## src/hdl/mrb_pkg.sv

```systemverilog
// Package: constants of the management register bit block.
`default_nettype none
package mrb_pkg;
    // Clock and self-clearing function run time.
    localparam int unsigned CLK_HZ      = 25_000_000;
    localparam int unsigned SC_RUN_NS   = 1_000;
    localparam int unsigned SC_RUN_CYC  =
        (SC_RUN_NS * (CLK_HZ / 1_000_000) + 999) / 1_000;
    localparam int unsigned CNT_W       = 16;
    localparam logic [CNT_W-1:0] SC_LOAD = CNT_W'(SC_RUN_CYC - 1);
    localparam logic [CNT_W-1:0] CNT_ZERO = '0;

    // Register port geometry.
    localparam int unsigned ADDR_W = 4;
    localparam int unsigned DATA_W = 16;

    // Register addresses.
    localparam logic [ADDR_W-1:0] ADDR_CTRL     = 4'h0;
    localparam logic [ADDR_W-1:0] ADDR_STAT     = 4'h1;
    localparam logic [ADDR_W-1:0] ADDR_EXT      = 4'h2;
    localparam logic [ADDR_W-1:0] ADDR_IRQ_STAT = 4'h3;
    localparam logic [ADDR_W-1:0] ADDR_IRQ_MASK = 4'h4;

    // Control register fields.
    localparam int unsigned CTRL_SRST_BIT = 15;
    localparam int unsigned CTRL_FUNC_BIT = 14;
    localparam int unsigned TEST_LSB      = 8;
    localparam int unsigned TEST_W        = 4;
    localparam int unsigned CFG_LSB       = 0;
    localparam int unsigned CFG_W         = 8;
    localparam logic [TEST_W-1:0] TEST_DEF = 4'ha;
    localparam logic [CFG_W-1:0]  CFG_DEF  = 8'h30;

    // Status register fields.
    localparam int unsigned STAT_EH_BIT = 15;
    localparam int unsigned STAT_EL_BIT = 14;
    localparam int unsigned MAX_LSB     = 11;
    localparam int unsigned MAX_W       = 3;
    localparam int unsigned STRAP_LSB   = 0;
    localparam int unsigned STRAP_W     = 5;

    // Extended register fields.
    localparam int unsigned EXT_OVR_BIT = 15;
    localparam int unsigned W0_LSB      = 8;
    localparam int unsigned W0_W        = 4;
    localparam int unsigned CW_LSB      = 0;
    localparam int unsigned CW_W        = 8;
    localparam logic [CW_W-1:0] CW_DEF  = 8'h00;
    localparam logic [W0_W-1:0] W0_DEF  = 4'h0;

    // Interrupt status and mask layout.
    localparam int unsigned IRQ_W        = 4;
    localparam int unsigned IRQ_EH_BIT   = 0;
    localparam int unsigned IRQ_EL_BIT   = 1;
    localparam int unsigned IRQ_MAX_BIT  = 2;
    localparam int unsigned IRQ_DONE_BIT = 3;
endpackage
`default_nettype wire

```

## src/hdl/mrb_latch_if.sv

```systemverilog
// Interface: one latching event bit between owner and register logic.
`default_nettype none
interface mrb_latch_if;
    logic live;
    logic take;
    logic clear;
    logic value;
    logic hit;
    modport owner (input live, input take, input clear,
                   output value, output hit);
    modport user  (output live, output take, output clear,
                   input value, input hit);
endinterface
`default_nettype wire

```

## src/hdl/mrb_event_latch.sv

```systemverilog
// Module: latching event bit, active level chosen by parameter.
`default_nettype none
module mrb_event_latch #(
    parameter logic ACTIVE = 1'h1
) (
    // Clock and control
    input  wire logic   mclk,
    input  wire logic   rst_n,
    input  wire logic   ce,
    // Latch signals
    mrb_latch_if.owner  lat
);
    typedef struct packed {
        logic value;
    } mrb_latch_state_type;

    localparam mrb_latch_state_type ST_RESET = '{value: ~ACTIVE};

    mrb_latch_state_type st;
    mrb_latch_state_type next_st;

    always_comb begin
        next_st = st;
        if (lat.clear) begin
            next_st.value = ~ACTIVE;
        end else if (lat.take) begin
            // Reload with the live level; an active level here is kept.
            next_st.value = lat.live;
        end else if (lat.live == ACTIVE) begin
            next_st.value = ACTIVE;
        end
    end

    always_ff @(posedge mclk or negedge rst_n) begin
        if (!rst_n) begin
            st <= ST_RESET;
        end else if (ce) begin
            st <= next_st;
        end
    end

    assign lat.value = st.value;
    assign lat.hit   = (lat.live == ACTIVE) && (st.value != ACTIVE)
                       && !lat.clear;
endmodule
`default_nettype wire

```

## src/hdl/mrb_self_clear.sv

```systemverilog
// Module: self-clearing trigger bit with a fixed function run time.
`default_nettype none
module mrb_self_clear (
    // Clock and control
    input  wire logic mclk,
    input  wire logic rst_n,
    input  wire logic ce,
    // Trigger
    input  wire logic start,
    input  wire logic clear,
    output logic      busy
);
    typedef struct packed {
        logic                     busy;
        logic [mrb_pkg::CNT_W-1:0] cnt;
    } mrb_sc_state_type;

    localparam mrb_sc_state_type ST_RESET = '{busy: 1'h0, cnt: '0};

    mrb_sc_state_type st;
    mrb_sc_state_type next_st;

    always_comb begin
        next_st = st;
        if (clear) begin
            next_st = ST_RESET;
        end else if (!st.busy) begin
            if (start) begin
                next_st.busy = 1'h1;
                next_st.cnt  = mrb_pkg::SC_LOAD;
            end
        end else if (st.cnt == mrb_pkg::CNT_ZERO) begin
            next_st.busy = 1'h0;
        end else begin
            next_st.cnt = st.cnt - 16'h1;
        end
    end

    always_ff @(posedge mclk or negedge rst_n) begin
        if (!rst_n) begin
            st <= ST_RESET;
        end else if (ce) begin
            st <= next_st;
        end
    end

    assign busy = st.busy;
endmodule
`default_nettype wire

```

## src/hdl/mrb_regs.sv

```systemverilog
// Module: management register bank with latching and trigger bit kinds.
//
// Function
// Reset loads defaults before accepting further writes.
// Defaults: none, zero, one, or pin level.
// Strapped bits capture pin level at reset.
// Software never changes reserved test bits; here every control register write loads them from wdata.
// Event-high bit sets and holds on event.
// Read reloads event-high bit with live level.
// Event-low bit clears and holds on event.
// Read reloads event-low bit with live level.
// Max group captures only larger state values.
// Max group holds until read, then reloads.
// Writing one to trigger starts function.
// Trigger bit self-clears once function completes.
// Writes to read-only bits are ignored.
// Override bit gates writes, clears on next write.
// Write-zero-only bits accept only zero writes.
// Event during post-read reload is kept.
`default_nettype none
module mrb_regs (
    // Clock, reset and clock enable
    input  wire logic                        mclk,
    input  wire logic                        resetn,
    input  wire logic                        ce,
    // Register port
    input  wire logic [mrb_pkg::ADDR_W-1:0]  addr,
    input  wire logic [mrb_pkg::DATA_W-1:0]  wdata,
    input  wire logic                        wr,
    input  wire logic                        rd,
    output logic      [mrb_pkg::DATA_W-1:0]  rdata,
    output logic                             irq,
    // Monitored signals and straps
    input  wire logic [mrb_pkg::STRAP_W-1:0] strap_pins,
    input  wire logic                        ev_high_live,
    input  wire logic                        ev_low_live_n,
    input  wire logic [mrb_pkg::MAX_W-1:0]   fsm_state,
    input  wire logic [mrb_pkg::W0_W-1:0]    w0_set,
    // Controlled functions
    output logic      [mrb_pkg::CFG_W-1:0]   cfg,
    output logic      [mrb_pkg::TEST_W-1:0]  test_mode,
    output logic      [mrb_pkg::CW_W-1:0]    cw_bits,
    output logic      [mrb_pkg::W0_W-1:0]    w0_bits,
    output logic                             func_active,
    output logic                             srst_active
);
    typedef struct packed {
        logic                        strapped;
        logic [mrb_pkg::STRAP_W-1:0] strap;
        logic [mrb_pkg::CFG_W-1:0]   cfg;
        logic [mrb_pkg::TEST_W-1:0]  test;
        logic                        ovr;
        logic [mrb_pkg::CW_W-1:0]    cw;
        logic [mrb_pkg::W0_W-1:0]    w0;
        logic [mrb_pkg::MAX_W-1:0]   maxv;
        logic                        func_prev;
        logic [mrb_pkg::IRQ_W-1:0]   irq_stat;
        logic [mrb_pkg::IRQ_W-1:0]   irq_mask;
        logic                        irq;
        logic [mrb_pkg::DATA_W-1:0]  rdata;
    } mrb_state_type;

    localparam mrb_state_type ST_RESET = '{
        strapped:  1'h0,
        strap:     '0,
        cfg:       mrb_pkg::CFG_DEF,
        test:      mrb_pkg::TEST_DEF,
        ovr:       1'h0,
        cw:        mrb_pkg::CW_DEF,
        w0:        mrb_pkg::W0_DEF,
        maxv:      '0,
        func_prev: 1'h0,
        irq_stat:  '0,
        irq_mask:  '0,
        irq:       1'h0,
        rdata:     '0
    };

    function automatic logic is_reg(
        input logic [mrb_pkg::ADDR_W-1:0] a,
        input logic [mrb_pkg::ADDR_W-1:0] target
    );
        return a == target;
    endfunction

    logic [1:0]    rst_pipe;
    logic          rst_n;
    mrb_state_type st;
    mrb_state_type next_st;
    logic          accept;
    logic          stat_take;
    logic          srst_busy;
    logic          func_busy;
    logic          srst_start;
    logic          func_start;
    logic [mrb_pkg::IRQ_W-1:0]  events;
    logic [mrb_pkg::DATA_W-1:0] read_word;

    mrb_latch_if eh_if ();
    mrb_latch_if el_if ();

    // Reset is released through two flip-flops.
    always_ff @(posedge mclk or negedge resetn) begin
        if (!resetn) begin
            rst_pipe <= 2'h0;
        end else begin
            rst_pipe <= {rst_pipe[0], 1'h1};
        end
    end
    assign rst_n = rst_pipe[1];

    // Writes wait until defaults and straps are in place.
    assign accept     = st.strapped && !srst_busy;
    assign stat_take  = rd && accept && is_reg(addr, mrb_pkg::ADDR_STAT);
    assign srst_start = wr && accept && is_reg(addr, mrb_pkg::ADDR_CTRL)
                        && wdata[mrb_pkg::CTRL_SRST_BIT];
    assign func_start = wr && accept && is_reg(addr, mrb_pkg::ADDR_CTRL)
                        && wdata[mrb_pkg::CTRL_FUNC_BIT];

    assign eh_if.live  = ev_high_live;
    assign eh_if.take  = stat_take;
    assign eh_if.clear = srst_busy;
    assign el_if.live  = ev_low_live_n;
    assign el_if.take  = stat_take;
    assign el_if.clear = srst_busy;

    mrb_event_latch #(.ACTIVE(1'h1)) u_eh (
        .mclk  (mclk),
        .rst_n (rst_n),
        .ce    (ce),
        .lat   (eh_if.owner)
    );

    mrb_event_latch #(.ACTIVE(1'h0)) u_el (
        .mclk  (mclk),
        .rst_n (rst_n),
        .ce    (ce),
        .lat   (el_if.owner)
    );

    // Software reset: while it runs every register except the read data register and its own busy bit is held at default.
    mrb_self_clear u_srst (
        .mclk  (mclk),
        .rst_n (rst_n),
        .ce    (ce),
        .start (srst_start),
        .clear (1'h0),
        .busy  (srst_busy)
    );

    mrb_self_clear u_func (
        .mclk  (mclk),
        .rst_n (rst_n),
        .ce    (ce),
        .start (func_start),
        .clear (srst_busy),
        .busy  (func_busy)
    );

    always_comb begin
        events = '0;
        events[mrb_pkg::IRQ_EH_BIT]   = eh_if.hit;
        events[mrb_pkg::IRQ_EL_BIT]   = el_if.hit;
        events[mrb_pkg::IRQ_MAX_BIT]  = !srst_busy && fsm_state > st.maxv;
        events[mrb_pkg::IRQ_DONE_BIT] = st.func_prev && !func_busy;
    end

    always_comb begin
        read_word = '0;
        case (addr)
            mrb_pkg::ADDR_CTRL: begin
                read_word[mrb_pkg::CTRL_SRST_BIT] = srst_busy;
                read_word[mrb_pkg::CTRL_FUNC_BIT] = func_busy;
                read_word[mrb_pkg::TEST_LSB +: mrb_pkg::TEST_W] = st.test;
                read_word[mrb_pkg::CFG_LSB +: mrb_pkg::CFG_W]   = st.cfg;
            end
            mrb_pkg::ADDR_STAT: begin
                read_word[mrb_pkg::STAT_EH_BIT] = eh_if.value;
                read_word[mrb_pkg::STAT_EL_BIT] = el_if.value;
                read_word[mrb_pkg::MAX_LSB +: mrb_pkg::MAX_W] = st.maxv;
                read_word[mrb_pkg::STRAP_LSB +: mrb_pkg::STRAP_W] = st.strap;
            end
            mrb_pkg::ADDR_EXT: begin
                read_word[mrb_pkg::EXT_OVR_BIT] = st.ovr;
                read_word[mrb_pkg::W0_LSB +: mrb_pkg::W0_W] = st.w0;
                read_word[mrb_pkg::CW_LSB +: mrb_pkg::CW_W] = st.cw;
            end
            mrb_pkg::ADDR_IRQ_STAT: begin
                read_word[mrb_pkg::IRQ_W-1:0] = st.irq_stat;
            end
            mrb_pkg::ADDR_IRQ_MASK: begin
                read_word[mrb_pkg::IRQ_W-1:0] = st.irq_mask;
            end
            default: begin
                read_word = '0;
            end
        endcase
    end

    always_comb begin
        next_st = st;
        if (srst_busy) begin
            next_st = ST_RESET;
        end else if (!st.strapped) begin
            next_st.strap    = strap_pins;
            next_st.strapped = 1'h1;
        end else if (wr) begin
            // A write to the status register changes only the override bit. R13
            next_st.ovr = 1'h0;
            if (is_reg(addr, mrb_pkg::ADDR_CTRL)) begin
                next_st.cfg  = wdata[mrb_pkg::CFG_LSB +: mrb_pkg::CFG_W];
                next_st.test = wdata[mrb_pkg::TEST_LSB +: mrb_pkg::TEST_W];
            end
            if (is_reg(addr, mrb_pkg::ADDR_EXT)) begin
                next_st.ovr = !st.ovr && wdata[mrb_pkg::EXT_OVR_BIT];
                if (st.ovr) begin
                    next_st.cw = wdata[mrb_pkg::CW_LSB +: mrb_pkg::CW_W];
                end
                next_st.w0 = st.w0 & wdata[mrb_pkg::W0_LSB +: mrb_pkg::W0_W];
            end
            if (is_reg(addr, mrb_pkg::ADDR_IRQ_MASK)) begin
                next_st.irq_mask = wdata[mrb_pkg::IRQ_W-1:0];
            end
        end
        if (!srst_busy) begin
            // Hardware set wins over a zero write. R15
            next_st.w0 = next_st.w0 | w0_set;
            if (stat_take) begin
                next_st.maxv = fsm_state;
            end else if (fsm_state > st.maxv) begin
                next_st.maxv = fsm_state;
            end
            next_st.func_prev = func_busy;
            next_st.irq_stat  = st.irq_stat | events;
            if (wr && accept && is_reg(addr, mrb_pkg::ADDR_IRQ_STAT)) begin
                next_st.irq_stat = (st.irq_stat & ~wdata[mrb_pkg::IRQ_W-1:0])
                                   | events;
            end
        end
        next_st.irq   = |(next_st.irq_stat & next_st.irq_mask);
        next_st.rdata = rd ? read_word : '0;
    end

    always_ff @(posedge mclk or negedge rst_n) begin
        if (!rst_n) begin
            st <= ST_RESET;
        end else if (ce) begin
            st <= next_st;
        end
    end

    assign rdata       = st.rdata;
    assign irq         = st.irq;
    assign cfg         = st.cfg;
    assign test_mode   = st.test;
    assign cw_bits     = st.cw;
    assign w0_bits     = st.w0;
    assign func_active = func_busy;
    assign srst_active = srst_busy;
endmodule
`default_nettype wire

```

## config.mk

```make
export PLATFORM = sky130hd
export DESIGN_NAME = mrb_regs
export DESIGN_NICKNAME = d
export VERILOG_FILES = /design/src/hdl/mrb_pkg.sv /design/src/hdl/mrb_latch_if.sv /design/src/hdl/mrb_event_latch.sv /design/src/hdl/mrb_self_clear.sv /design/src/hdl/mrb_regs.sv
export SDC_FILE = /design/constraint.sdc
export NUM_CORES = 1
export LEC_CHECK = 0
export ABC_AREA = 0
export BUFFER_PORTS_ARGS = -buffer_cell sky130_fd_sc_hd__buf_2
export CAP_MARGIN = 20
export CORE_MARGIN = 1.5
export CORE_UTILIZATION = 45
export CTS_BUF_LIST = sky130_fd_sc_hd__clkbuf_8
export DETAILED_ROUTE_END_ITERATION = 8
export GPL_ROUTABILITY_DRIVEN = 0
export HOLD_SLACK_MARGIN = 0.12
export PLACE_DENSITY = 0.73
export SETUP_SLACK_MARGIN = 0.3
export SLEW_MARGIN = 20
export SYNTH_ARGS = -nofsm -noshare
export SYNTH_HDL_FRONTEND = slang
export SYNTH_SLANG_ARGS = --single-unit
```

## constraint.sdc

```tcl
create_clock -name mclk -period 3.45 [get_ports mclk]
set_clock_uncertainty 0.1 [all_clocks]
set_input_delay 0.69 -clock mclk [delete_from_list [all_inputs] [get_ports mclk]]
set_output_delay 0.69 -clock mclk [all_outputs]
set_load 0.02 [all_outputs]
```

==> metrics.md <==
| Metric | Value |
|---|---|
| Outcome | finished, violations left |
| Failing checks | DRC |
| CP max-delay cell | and3b_1 |
| Clock root cell | clkbuf_8 |
| Pwr Total | 4.32 mW |
| Drt drc | 5 |
| Num CTS Buffers | 9 |
| Final #Nets | around 650 |
| Worst skew pair latency | 380 ps |
| N_diodes | 0 |
| Vias per Instance | ~5.9 |
| CTS H-Tree Depth | 3 |
| I/O Pins | 82 |
| First-pass GRT wire length | about 22000 µm |
| FMAX | 388 MHz |
| Die ar. | 12700 µm² |
| CP Launch Type | flip-flop |
| Layout cell share with drive strength beyond 1 | between 20% and 30% |
| Die height | 113 µm |
| XOR/XNOR Fraction of Synth Area | 2.11% |
| Worst slew pin tran | about 900 ps |
| VDD IR max | 497 µV |
| PD cells | between 700 and 800 nW/µm² |
| Area fraction in compound gates after synthesis | about a fifth |
| Post-synth top flop | dfrtp_1 |
| CTS tree | built |
| Crit path kind | flip-flop to flip-flop |
| Die Width | between 100 and 150 µm |
| Core Area | 11600 µm² |
| Worst Hold Class | flip-flop to asynchronous set/reset pin |
| Post-synthesis register bit count | 98 |
| P_leak | 2.63 nW |
| CP required | 3580 ps |
| Post-synthesis cell count | 568 |
| Largest family of logic cells by synthesized area | compound AO/OA/AOI/OAI gates |
| Register area share after synthesis | 45.5% |
| Synth-to-Final Area Change | 8.25% |
| Port Buffers | 79 |
| Fillers | 1067 |
| Fraction of registers with async set/reset | 100% |
| DP Area | 5620 µm² |
| CP max stage delay | 600 ps |
| Number of global-route vias before repair | 4306 |
| Critical path, cell by cell | and3b_1 -> a31oi_1 -> a21oi_1 -> nor2_1 -> nor2_1 -> a31oi_1 |
| Syn_nets | 614 |
| Pin count of the biggest net entering global routing | 79 |
| Drt pass-1 iters | 7 |
| Syn. warnings | 0 |
| Max Slew Vio Count | 0 |
| Final min period | 2570 ps |
| Cell area after synthesis | 5400 µm² |
| Maximum clock path buffer count | 2 |
| Max FO, Critical Path | 11 |
| Maxcap violations | 0 |
| Mux contribution to synthesized area | between 2 and 3% |
| Setup bufs post-CTS | 0 |
| Final hold viol count | 0 |
| Cell variety after synth | 58 |
| Synth Area in Adders | 1.62% |
| Routed len/inst | approximately 17 µm |
| Syn Area/Cell | between 9 and 10 µm² |
| Post-route ant nets | 0 |
| Synth Area in Simple Gates | between 10% and 20% |
| Row count | 39 |
| Slew margin rel. | 38.4% |
| RSZ-0062 raised after global routing | no |
| Number of synthesized flops with an enable pin | 0 |
| GR Overflow Total | 0 |
| Drt initial violations | 356 |
| Finished Cell Area | between 5000 and 6000 µm² |
| Routed via count | 4410 |
| Endpoints failing setup | 0 |
| Most frequent cells in the layout | 92 x dfrtp_1, 79 x buf_2, 61 x nand2_1 |
| Commonest non-fill, non-tap cell in the layout | dfrtp_1 |
| Total track usage | 21.3% |
| Post-DP HPWL | about 9000 µm |
| Initial antenna violation count | 0 |
| Final setup TNS | 0 ps |
| Post_cts resized | 0 |
| CP arrival | 2710 ps |
| Clock-pin slew on the worst setup and hold paths | 100 ps |
| Total wire length | 12800 µm |
| # clock sinks | just under 100 |
| Starting density of the core | a little under half |
| CP Capture Type | flip-flop |
| Final Cycle Share | 74.6% |
[area by class of cell]
cell class                 count  area, µm²  share of cell area, %
sequential                    98       2460                   42.1
multi-input combinational    386       2450                   41.9
timing repair buffer          91        508                   8.69
tap                          143        179                   3.06
clock buffer                   9        124                   2.12
clock inverter                 7       68.8                   1.18
inverter                      14       52.6                  0.899
[repair_timing]
item | 4_1_cts | 5_1_grt
hold buffers | 1 | 0
endpoints found under the hold margin | 2 | 0
endpoints found under the setup margin | 0 | 0
[worst max-delay path, delay by kind of cell (launching register included)]
kind	cells	cell delay, ps
compound gates	3	650
flops	1	590
simple gates	3	1090
[power by group]
| part | internal, mW | switching [mW] | total (mW) |
|---|---|---|---|
| registers | 1.53 | 0.380 | 1.91 |
| clock network | 0.334 | 0.414 | 0.748 |
| logic | 0.671 | 0.991 | 1.66 |
| total | 2.54 | 1.79 | 4.32 |
[sequential cells by signal, summed over array words and instances, names as in the netlist, 2 cells and up]
name and flops:
cfg 8, u_func.st 16, cw_bits 8, w0_bits 4, st 19, test_mode 4
rst_pipe 2, u_srst.st 16, rdata 16
[metal layers]
layer	vias up	share of wire (%)	track usage (%)
li1	2064	-	-
met1	2182	45	28.8
met2	150	48	34.8
met3	14	6.3	5.40
met4	0	1.2	4.98
met5	-	0	0
[Yosys cell counts (4+ instances only)]
cell type	n	area share (%)
nor4_1	8	0.93
xnor2_1	12	1.9
nor3_1	6	0.56
or2_2	4	0.46
a31oi_1	12	1.4
o21ai_0	39	3.6
ha_1	7	1.6
nor2_1	49	3.4
nand2_1	61	4.2
nand3_1	12	1.1
buf_1	5	0.35
o22ai_1	4	0.46
nand4_1	6	0.70
clkbuf_1	17	1.2
mux2_2	8	1.7
o2bb2ai_1	27	4.4
a21oi_1	29	2.7
and2_1	4	0.46
a22o_1	4	0.65
a22oi_1	18	2.5
dfstp_2	5	2.4
dfrtp_1	93	43
o32a_1	4	0.74
buf_2	5	0.46
a21o_1	10	1.4
inv_1	14	0.97
mux2i_1	7	1.3
and3_1	8	0.93
nor2b_1	6	0.70
buf_4	41	5.7
nor4_2	4	0.93
[through the flow]
step | util [%] | std cells | hold slack, ps | setup slack, ps
finish | 50.5 | 748 | 191 | 875
global route | 50.5 | 748 | 243 | 675
CTS | 50.3 | 747 | 271 | 929
detailed placement | 48.6 | 730 | 241 | 584
global placement | 48.6 | 730 | 239 | 646
floorplan | - | 568 | 231 | 427
[kinds of logic after synthesis]
kind of cell / after synthesis
other cells: 1
simple gates: 190
xor+xnor: 13
flops: 98
fa+ha+maj: 7
mux: 15
buf+inv: 84
compound gates: 160
[worst paths after layout]
path,slack [ps],cells past startpoint,from,end
worst max register to register,880,6,st[59]$_DFFE_PN0P_,u_func.st[10]$_DFFE_PN0P_
worst min register to register,190,0,rst_pipe[1]$_DFF_PN0_,cw_bits[2]$_DFFE_PN0P_
worst max-delay path,880,6,st[59]$_DFFE_PN0P_,u_func.st[10]$_DFFE_PN0P_
worst min-delay path,190,0,rst_pipe[1]$_DFF_PN0_,cw_bits[2]$_DFFE_PN0P_
max in group asynchronous,2170,2,rst_pipe[1]$_DFF_PN0_,test_mode[3]$_DFFE_PN1P_
min in group mclk,270,0,rst_pipe[0]$_DFF_PN0_,rst_pipe[1]$_DFF_PN0_
(Power assumes the default switching activity.)
